### src/pkg/ims_pkg.sv
// Package for the masked interrupt status block of the two-wire controller.
// Assumes a 32-bit AXI4-Lite register bus and one 50 MHz clock domain.
package ims_pkg;
  // Register byte offsets.
  localparam logic [7:0] IMS_RAW_OFS = 8'h30;
  localparam logic [7:0] IMS_MASKED_OFS = 8'h34;
  localparam logic [7:0] IMS_CLEAR_OFS = 8'h38;
  localparam logic [7:0] IMS_MASK_OFS = 8'h3c;
  localparam logic [7:0] IMS_TX_THR_OFS = 8'h40;
  localparam logic [7:0] IMS_RX_THR_OFS = 8'h44;
  localparam logic [7:0] IMS_CTRL_OFS = 8'h48;
  // Field positions in the status word.
  localparam int IMS_TXE = 0;
  localparam int IMS_TXNE = 1;
  localparam int IMS_TXF = 2;
  localparam int IMS_TXOVR = 3;
  localparam int IMS_RXE = 4;
  localparam int IMS_RXNF = 5;
  localparam int IMS_RXF = 6;
  localparam int IMS_SRDREQ = 16;
  localparam int IMS_SRDUND = 17;
  localparam int IMS_SWRREQ = 18;
  localparam int IMS_MDONE = 19;
  localparam int IMS_SDONE = 20;
  localparam int IMS_ARBL = 24;
  localparam int IMS_BERR = 25;
  localparam int IMS_MDNS = 28;
  // Implemented bits; everything else reads zero.
  localparam logic [31:0] IMS_IMPL = 32'h131f007f;
  // Sticky bits: cleared only by a one written to the clear register; raw bits 16 to 18 come from the request flags and underrun level.
  localparam logic [31:0] IMS_STICKY = 32'h131f0008;
  localparam logic [31:0] IMS_RESET = 32'h00000000;
  localparam logic [1:0] IMS_OKAY = 2'h0;
  localparam logic [1:0] IMS_SLVERR = 2'h2;
  typedef enum logic [1:0] {IMS_IDLE = 2'h0, IMS_RESP = 2'h1} ims_wst_t;
endpackage
### src/hw/ims_status.sv
// Masked interrupt status word of a two-wire controller with its register
// file: raw status, mask, clear, thresholds and a clock-stretch output.
// Assumes FIFO levels and transfer-engine events arrive synchronous to clk.
`timescale 1ns/1ps
module ims_status
  import ims_pkg::*;
#(
  parameter int FIFO_DEPTH = 16,
  parameter int CNT_W = 5
) (
  input wire logic core_clk_in, // 50 MHz clock.
  input wire logic reset_in, // Asynchronous reset, active high.
  input wire logic [31:0] s_axi_awaddr, // Write address.
  input wire logic s_axi_awvalid, // Write address valid.
  output logic s_axi_awready, // Write address ready.
  input wire logic [31:0] s_axi_wdata, // Write data.
  input wire logic [3:0] s_axi_wstrb, // Write byte strobes.
  input wire logic s_axi_wvalid, // Write data valid.
  output logic s_axi_wready, // Write data ready.
  output logic [1:0] s_axi_bresp, // Write response.
  output logic s_axi_bvalid, // Write response valid.
  input wire logic s_axi_bready, // Write response ready.
  input wire logic [31:0] s_axi_araddr, // Read address.
  input wire logic s_axi_arvalid, // Read address valid.
  output logic s_axi_arready, // Read address ready.
  output logic [31:0] s_axi_rdata, // Read data.
  output logic [1:0] s_axi_rresp, // Read response.
  output logic s_axi_rvalid, // Read data valid.
  input wire logic s_axi_rready, // Read data ready.
  input wire logic [CNT_W-1:0] tx_count_in, // Transmit FIFO entries.
  input wire logic [CNT_W-1:0] rx_count_in, // Receive FIFO entries.
  input wire logic tx_push_in, // Write into transmit FIFO, one cycle.
  input wire logic slave_read_req_in, // Slave read addressed, pulse.
  input wire logic slave_read_active_in, // Slave read in progress, level.
  input wire logic slave_write_req_in, // Slave write addressed, pulse.
  input wire logic slave_req_served_in, // Slave request served, pulse.
  input wire logic master_done_in, // Master transfer finished, pulse.
  input wire logic master_stop_in, // That transfer ended with stop.
  input wire logic slave_done_in, // Slave transfer finished, pulse.
  input wire logic arb_lost_in, // Arbitration lost, pulse.
  input wire logic bus_error_in, // Bus error detected, pulse.
  output logic scl_stretch_out, // Hold serial clock low.
  output logic irq_out // Level interrupt, high if any masked bit.
);
  localparam logic [CNT_W-1:0] FULL_CNT = CNT_W'(FIFO_DEPTH);

  // Count width must hold the full depth, or the full compare matches a truncated count.
  if (FIFO_DEPTH < 2 || FIFO_DEPTH >= (1 << CNT_W)) begin : g_bad_depth
    $error("ims_status: FIFO_DEPTH does not fit CNT_W");
  end

  typedef struct packed {
    logic [31:0] sticky;
    logic [31:0] mask;
    logic [CNT_W-1:0] tx_thr;
    logic [CNT_W-1:0] rx_thr;
    logic srd_pend;
    logic swr_pend;
    ims_wst_t wst;
    logic [1:0] bresp;
    logic rvalid;
    logic [31:0] rdata;
    logic [1:0] rresp;
  } ims_state_t;

  ims_state_t s_q;
  ims_state_t s_d;
  logic [31:0] raw;
  logic [31:0] masked;
  logic done_hold;
  logic wr_go;
  logic rd_go;
  logic [31:0] wr_clr;
  logic [31:0] set_ev;
  logic [7:0] waddr;
  logic [7:0] raddr;

  // A pending acknowledgment keeps the clock low and holds back new
  // slave requests, so software never sees two transactions merged.
  assign done_hold = s_q.sticky[IMS_MDONE] | s_q.sticky[IMS_SDONE] |
                     s_q.sticky[IMS_MDNS];
  assign scl_stretch_out = done_hold;

  // Raw status word: FIFO levels and the slave read underrun are live, slave requests come from pending flags, other events from sticky bits.
  always_comb begin
    raw = s_q.sticky & IMS_STICKY;
    raw[IMS_TXE] = (tx_count_in == '0);
    raw[IMS_TXNE] = (tx_count_in <= s_q.tx_thr);
    raw[IMS_TXF] = (tx_count_in == FULL_CNT);
    raw[IMS_RXE] = (rx_count_in == '0);
    raw[IMS_RXNF] = (rx_count_in >= s_q.rx_thr);
    raw[IMS_RXF] = (rx_count_in == FULL_CNT);
    raw[IMS_SRDREQ] = s_q.srd_pend & ~done_hold;
    raw[IMS_SRDUND] = slave_read_active_in & (tx_count_in == '0);
    raw[IMS_SWRREQ] = s_q.swr_pend & ~done_hold;
  end

  assign masked = raw & s_q.mask & IMS_IMPL;
  assign irq_out = |masked;

  // Both write channels are taken together in one cycle.
  assign waddr = s_axi_awaddr[7:0];
  assign raddr = s_axi_araddr[7:0];
  assign s_axi_awready = (s_q.wst == IMS_IDLE) & s_axi_wvalid;
  assign s_axi_wready = (s_q.wst == IMS_IDLE) & s_axi_awvalid;
  assign wr_go = s_axi_awready & s_axi_awvalid;
  assign s_axi_bvalid = (s_q.wst == IMS_RESP);
  assign s_axi_bresp = s_q.bresp;
  assign s_axi_arready = ~s_q.rvalid;
  assign rd_go = s_axi_arvalid & s_axi_arready;
  assign s_axi_rvalid = s_q.rvalid;
  assign s_axi_rdata = s_q.rdata;
  assign s_axi_rresp = s_q.rresp;
  assign wr_clr = (wr_go && waddr == IMS_CLEAR_OFS) ?
                  (s_axi_wdata & IMS_STICKY) : 32'h00000000;

  // Event sources for the sticky bits.
  always_comb begin
    set_ev = 32'h00000000;
    set_ev[IMS_TXOVR] = tx_push_in & (tx_count_in == FULL_CNT);
    set_ev[IMS_MDONE] = master_done_in;
    set_ev[IMS_SDONE] = slave_done_in;
    set_ev[IMS_ARBL] = arb_lost_in;
    set_ev[IMS_BERR] = bus_error_in;
    set_ev[IMS_MDNS] = master_done_in & ~master_stop_in;
  end

  // Next-state logic for registers and both bus channels.
  always_comb begin
    s_d = s_q;
    // A new event in the clearing cycle wins over the clear.
    s_d.sticky = (s_q.sticky & ~wr_clr) | set_ev;
    s_d.srd_pend = (s_q.srd_pend & ~slave_req_served_in) |
                   slave_read_req_in;
    s_d.swr_pend = (s_q.swr_pend & ~slave_req_served_in) |
                   slave_write_req_in;
    if (wr_go) begin
      s_d.wst = IMS_RESP;
      s_d.bresp = IMS_OKAY;
      unique case (waddr)
        IMS_MASK_OFS: s_d.mask = s_axi_wdata & IMS_IMPL;
        IMS_TX_THR_OFS: s_d.tx_thr = s_axi_wdata[CNT_W-1:0];
        IMS_RX_THR_OFS: s_d.rx_thr = s_axi_wdata[CNT_W-1:0];
        IMS_MASKED_OFS, IMS_RAW_OFS, IMS_CLEAR_OFS: ;
        default: s_d.bresp = IMS_SLVERR;
      endcase
    end else if (s_q.wst == IMS_RESP && s_axi_bready) begin
      s_d.wst = IMS_IDLE;
    end
    if (rd_go) begin
      s_d.rvalid = 1'b1;
      s_d.rresp = IMS_OKAY;
      unique case (raddr)
        IMS_MASKED_OFS: s_d.rdata = masked;
        IMS_RAW_OFS: s_d.rdata = raw & IMS_IMPL;
        IMS_CLEAR_OFS: s_d.rdata = 32'h00000000;
        IMS_MASK_OFS: s_d.rdata = s_q.mask;
        IMS_TX_THR_OFS: s_d.rdata = 32'(s_q.tx_thr);
        IMS_RX_THR_OFS: s_d.rdata = 32'(s_q.rx_thr);
        IMS_CTRL_OFS: s_d.rdata = 32'(done_hold);
        default: begin
          s_d.rdata = 32'h00000000;
          s_d.rresp = IMS_SLVERR;
        end
      endcase
    end else if (s_q.rvalid && s_axi_rready) begin
      s_d.rvalid = 1'b0;
    end
  end

  // State register.
  always_ff @(posedge core_clk_in or posedge reset_in) begin
    if (reset_in) begin
      s_q <= '0;
    end else begin
      s_q <= s_d;
    end
  end
endmodule

### config.mk
export PLATFORM = sky130hd
export DESIGN_NAME = ims_status
export DESIGN_NICKNAME = d
export VERILOG_FILES = /design/src/pkg/ims_pkg.sv /design/src/hw/ims_status.sv
export SDC_FILE = /design/constraint.sdc
export NUM_CORES = 1
export LEC_CHECK = 0
export BUFFER_PORTS_ARGS = -buffer_cell sky130_fd_sc_hd__buf_2
export CORE_MARGIN = 3
export CORE_UTILIZATION = 40
export CTS_CLUSTER_DIAMETER = 40
export DETAILED_ROUTE_END_ITERATION = 7
export PLACE_DENSITY_LB_ADDON = 0.25
export SLEW_MARGIN = 40
export SYNTH_ARGS = -nofsm -noshare
export SYNTH_HDL_FRONTEND = slang
export SYNTH_SLANG_ARGS = --single-unit
### constraint.sdc
create_clock -name core_clk_in -period 6.55 [get_ports core_clk_in]
set_input_delay 0.9825 -clock core_clk_in [delete_from_list [all_inputs] [get_ports core_clk_in]]
set_output_delay 0.9825 -clock core_clk_in [all_outputs]
set_load 0.05 [all_outputs]
== Word-level counts from Yosys, hierarchy flattened ==
Index checks and enable logic that the tools add are counted.
Storage, ports and cells
  output and inout bits: 43
  word-level logic and storage cells: 74
  register bits: 98
  input bits: 127
Operators by class
  muxes and demuxes: 8
  magnitude comparators: 2
  reductions and logical operators: 14
  bitwise gates (word level): 23
  equal/unequal tests: 16
Operators by type and width (count)
  29-bit one-hot mux with 6 select lines: 1
  8-bit by 6-bit == test with 1-bit output, second input constant: 8
  8-bit by 7-bit == test with 1-bit output, second input constant: 5
  32-bit bitwise AND: 1
  29-bit inverter with 32-bit output: 1
  32-bit by 29-bit OR with 32-bit output: 1
  29-bit bitwise AND: 1
  29-bit 2-to-1 mux: 1
  15-bit OR reduction: 1
  1-bit bitwise AND: 11
  5-bit == test, second input constant: 2
  5-bit zero test: 2
  2-bit 2-to-1 mux: 4
  7-bit OR reduction: 1
  2-bit AND reduction: 3
  6-bit OR reduction: 1
  5-bit >= comparator: 1
  5-bit <= comparator: 1
  1-bit inverter: 4
  1-bit OR: 4
  2-bit nonzero test: 2
  1-bit logical AND: 3
  2-bit by 1-bit == test with 1-bit output, second input constant: 1
  2-bit zero test: 1
  1-bit 2-to-1 mux: 2

== Logic depth before layout (Yosys ltp) ==
  depth in word-level cells: 8
  mapped depth: 7
  depth with buffers taken out: 7

== Worst setup path before layout ==
OpenSTA, ideal clock, no wires.
  kind: input to output
  start: input port rx_count_in[0]
  end: output port irq_out
  data arrival time: 2.294 ns
  data required time: 5.568 ns
  path slack: 3.274 ns
  buffers on the path: 0
  cell stages on the path: 7
  cell sequence: inv_1 ha_1 nand2b_1 a31oi_1 o21ai_0 a22oi_1 nand4_1
On the way
  longest elaborated chain between the ends: 3
  elaborated cells between the ends (all ways): 5
  those cells by class: order compare: 1; eq/ne: 1; bitwise: 1; reduce/logical: 2
RTL lines
  start: declaration: line ims_status.sv:31  | input wire logic [CNT_W-1:0] rx_count_in,
  5-bit >= comparator (tied with other cells): line ims_status.sv:91  | raw[IMS_RXNF] = (rx_count_in >= s_q.rx_thr);
  29-bit bitwise AND *: line ims_status.sv:98  | assign masked = raw & s_q.mask & IMS_IMPL;
  15-bit OR reduction *: line ims_status.sv:99  | assign irq_out = |masked;
  end: declaration: line ims_status.sv:43  | output logic irq_out
Mark *: on every way between the ends. The rest lies on a longest branch, timed or not.

== Final worst setup path ==
  start: input port tx_count_in[1]
  end: output port irq_out
On the way
  longest elaborated chain between the ends: 4
  elaborated cells between the ends (all ways): 6
  those cells by class: order compare: 1; eq/ne: 1; bitwise: 2; reduce/logical: 2
RTL lines
  start: declaration: line ims_status.sv:30  | input wire logic [CNT_W-1:0] tx_count_in,
  branches (longest 2 deep; another with 5-bit <= comparator)
  29-bit bitwise AND *: line ims_status.sv:98
  15-bit OR reduction *: line ims_status.sv:99
Mark *: on every way between the ends.

==> impl_metrics.json <==
{
  "core_area_sq_mm": 0.007331,
  "clock_path_buffers": 2,
  "vdd_drop_max_v": 0.00008992,
  "fin_setup_tns_ns": 0,
  "drt_iter0_drc": 87,
  "ios": 170,
  "gp_congestion": 0.8181,
  "relSlewSlack_pct": 46.37,
  "numCtsBuffers": 5,
  "drt_first_pass_iters": 4,
  "clk_pin_slew_ns": 0.09,
  "grt_antenna_before_repair": 0,
  "route.vias.total": 2348,
  "grt_max_degree": 53,
  "finalCritPeriodShare_pct": 54.50,
  "avgViaCountPerCell": 5.028,
  "synth_top_flop_cell": "dfrtp_1",
  "worst_slew_pin_slew_ns": 0.7972,
  "holdBufCountCts": 0,
  "crit_required_ns": 5.57,
  "ys_ff_latch": 52,
  "fin_skew_ns": 0.004192,
  "power_density_mw_per_mm2": 208.3,
  "max_clock_freq_mhz": 280.1,
  "cts.htree.levels": 2,
  "cts_tree": "yes",
  "worst_hold_slack_ns": 0.4793,
  "routed_wl_mm": 6.857,
  "finalPower_uw": 719.4,
  "place_ws_ns": 2.991,
  "place_area_sq_mm": 0.003333,
  "avgSynthCellArea_sq_um": 10.01,
  "nets": 504,
  "crit_path_top_delay_cell": "nor4_1",
  "rows": 31,
  "post_cts_resized": 0,
  "dp_hpwl_mm": 5.445,
  "path_common_cell": "buf_2",
  "crit_arrival_ns": 2.59,
  "design_area_sq_mm": 0.003455,
  "slew_viol_final": 0,
  "num_antenna_cells": 0,
  "ys_types": 47,
  "grt_pass1_vias": 2369,
  "area_delta_synth_final_pct": 13.48,
  "start_util_pct": 41.53,
  "fin_ws_ns": 2.980,
  "path_max_fanout": 4,
  "drc_errors": 0,
  "post_cts_buffers": 0,
  "clock_latency_ns": 0.30,
  "synthCells": 304,
  "power_leakage_nw": 1.744,
  "yosysSeqAreaShare_pct": 42.75,
  "crit_chain": "buf_2, nor4_1, nor2b_1, a21oi_1, nand4_1, buf_2",
  "numPortBuffers": 81,
  "design.die.area_sq_mm": 0.008693,
  "worst_path_largest_cell_delay_ns": 0.70,
  "die_x_microns": 93.24,
  "postRouteAntennaNets": 0,
  "status": "finished clean",
  "setup_violations": 0,
  "crit_type": "in -> out",
  "routedWlPerCell_microns": 14.68,
  "hold_viol_final": 0,
  "grt-ovfl-total": 0,
  "clockRootBuffer": "clkbuf_8",
  "grtUsageTotal_pct": 16.61,
  "syn_area_sq_mm": 0.003044,
  "synth-async-reset-ratio_pct": 100.0,
  "min_period_ns": 3.570,
  "rsz0062_at_grt": "no",
  "drive_gt1_share_pct": 33.97,
  "hold_class": "reg -> reg",
  "drv_cap": 0,
  "cp-start-kind": "input pin",
  "grt_pass1_wl_mm": 11.36,
  "yosys_warnings": 0,
  "clock_sinks": 52,
  "die_h_microns": 93.24,
  "synth_edf_count": 0,
  "crit_path_end_kind": "primary output"
}
-- stage by stage --
stage,util [%],std cells
floorplan,-,322
global placement,45.38,459
detailed placement,45.47,459
CTS,47.12,467
global route,47.12,467
finish,47.12,467
-- registers in the layout (all words and copies together) (netlist names) --
register,count
s_axi_bresp,1
s_axi_rvalid,1
s_axi_rresp,1
s_axi_rdata,15
raw,6
s_q,28
-- cells in the mapped netlist, types with 5 or more instances --
cell type	instances	share of area (%)
o22ai_1	8	1.6
nor2_1	14	1.7
nand2_1	30	3.7
nand3_1	5	0.82
a21o_1	8	2.0
clkbuf_1	6	0.74
inv_1	23	2.8
ha_1	10	4.1
mux2_4	10	4.9
mux2_2	12	4.4
buf_4	36	8.9
a21oi_1	7	1.2
dfrtp_1	52	43
nor3_1	6	0.99
o21ai_0	18	3.0
-- path summary, 6_finish.rpt --
path / startpoint / endpoint / slack, ns / cells after the start
hold / removal: s_axi_rdata[28]$_DFFE_PP0P_ / s_axi_rdata[28]$_DFFE_PP0P_ / 0.48 / 2
hold reg to reg: s_axi_rdata[28]$_DFFE_PP0P_ / s_axi_rdata[28]$_DFFE_PP0P_ / 0.48 / 2
min in group asynchronous: reset_in / s_q[37]$_DFFE_PP0P_ / 0.84 / 3
max in group asynchronous: reset_in / s_axi_rdata[5]$_DFFE_PP0P_ / 5.28 / 3
setup reg to reg: s_q[37]$_DFFE_PP0P_ / s_q[52]$_DFFE_PP0P_ / 4.39 / 4
setup / recovery: tx_count_in[1] / irq_out / 2.98 / 6
-- final cells by class --
type	count	area, sq um
Fill cell	720	3876
Multi-Input combinational cell	202	1401
Sequential cell	52	1301
Timing Repair Buffer	83	420.4
Tap cell	99	123.9
Inverter	23	86.33
Clock buffer	6	82.58
Clock inverter	2	38.79
-- placed cells by master, fill, tap and decap left out, types with 10 or more instances in the layout --
cell type  count
buf_2         81
dfrtp_1       52
nand2_1       30
inv_1         22
conb_1        19
o21ai_0       18
nor2_1        14
mux2_2        12
mux2_4        10
ha_1          10
-- layer usage --
layer / share of wire, % / track usage [%] / vias to the layer above
met5: 0 / 0 / -
met4: 1.1 / 4.762 / 0
met3: 6.6 / 3.298 / 5
met2: 48 / 28.05 / 73
li1: - / - / 1152
met1: 44 / 21.55 / 1118
-- power breakdown --
part / switching (mW) / internal [mW] / total [mW]
registers: 0.00845 / 0.333 / 0.341
logic: 0.104 / 0.0416 / 0.146
clock network: 0.107 / 0.125 / 0.232
total: 0.220 / 0.499 / 0.719
-- kinds of logic after synthesis --
| kind of cell | after synthesis | synth area share (%) |
|---|---|---|
| other | 1 | 0.1232 |
| multiplexers | 26 | 10.69 |
| adder cells (fa/ha/maj) | 10 | 4.110 |
| buffers and inverters | 68 | 13.65 |
| AO/OA/AOI/OAI | 70 | 15.54 |
| AND/OR/NAND/NOR | 77 | 13.15 |
| flip-flops | 52 | 42.75 |
-- worst max-delay path, delay by kind of cell --
| family | cells | cell delay (ns) |
|---|---|---|
| AO/OA/AOI/OAI | 1 | 0.10 |
| AND/OR/NAND/NOR | 3 | 1.12 |
| buffers and inverters | 2 | 0.38 |
Power figures use the tool's default switching activity.
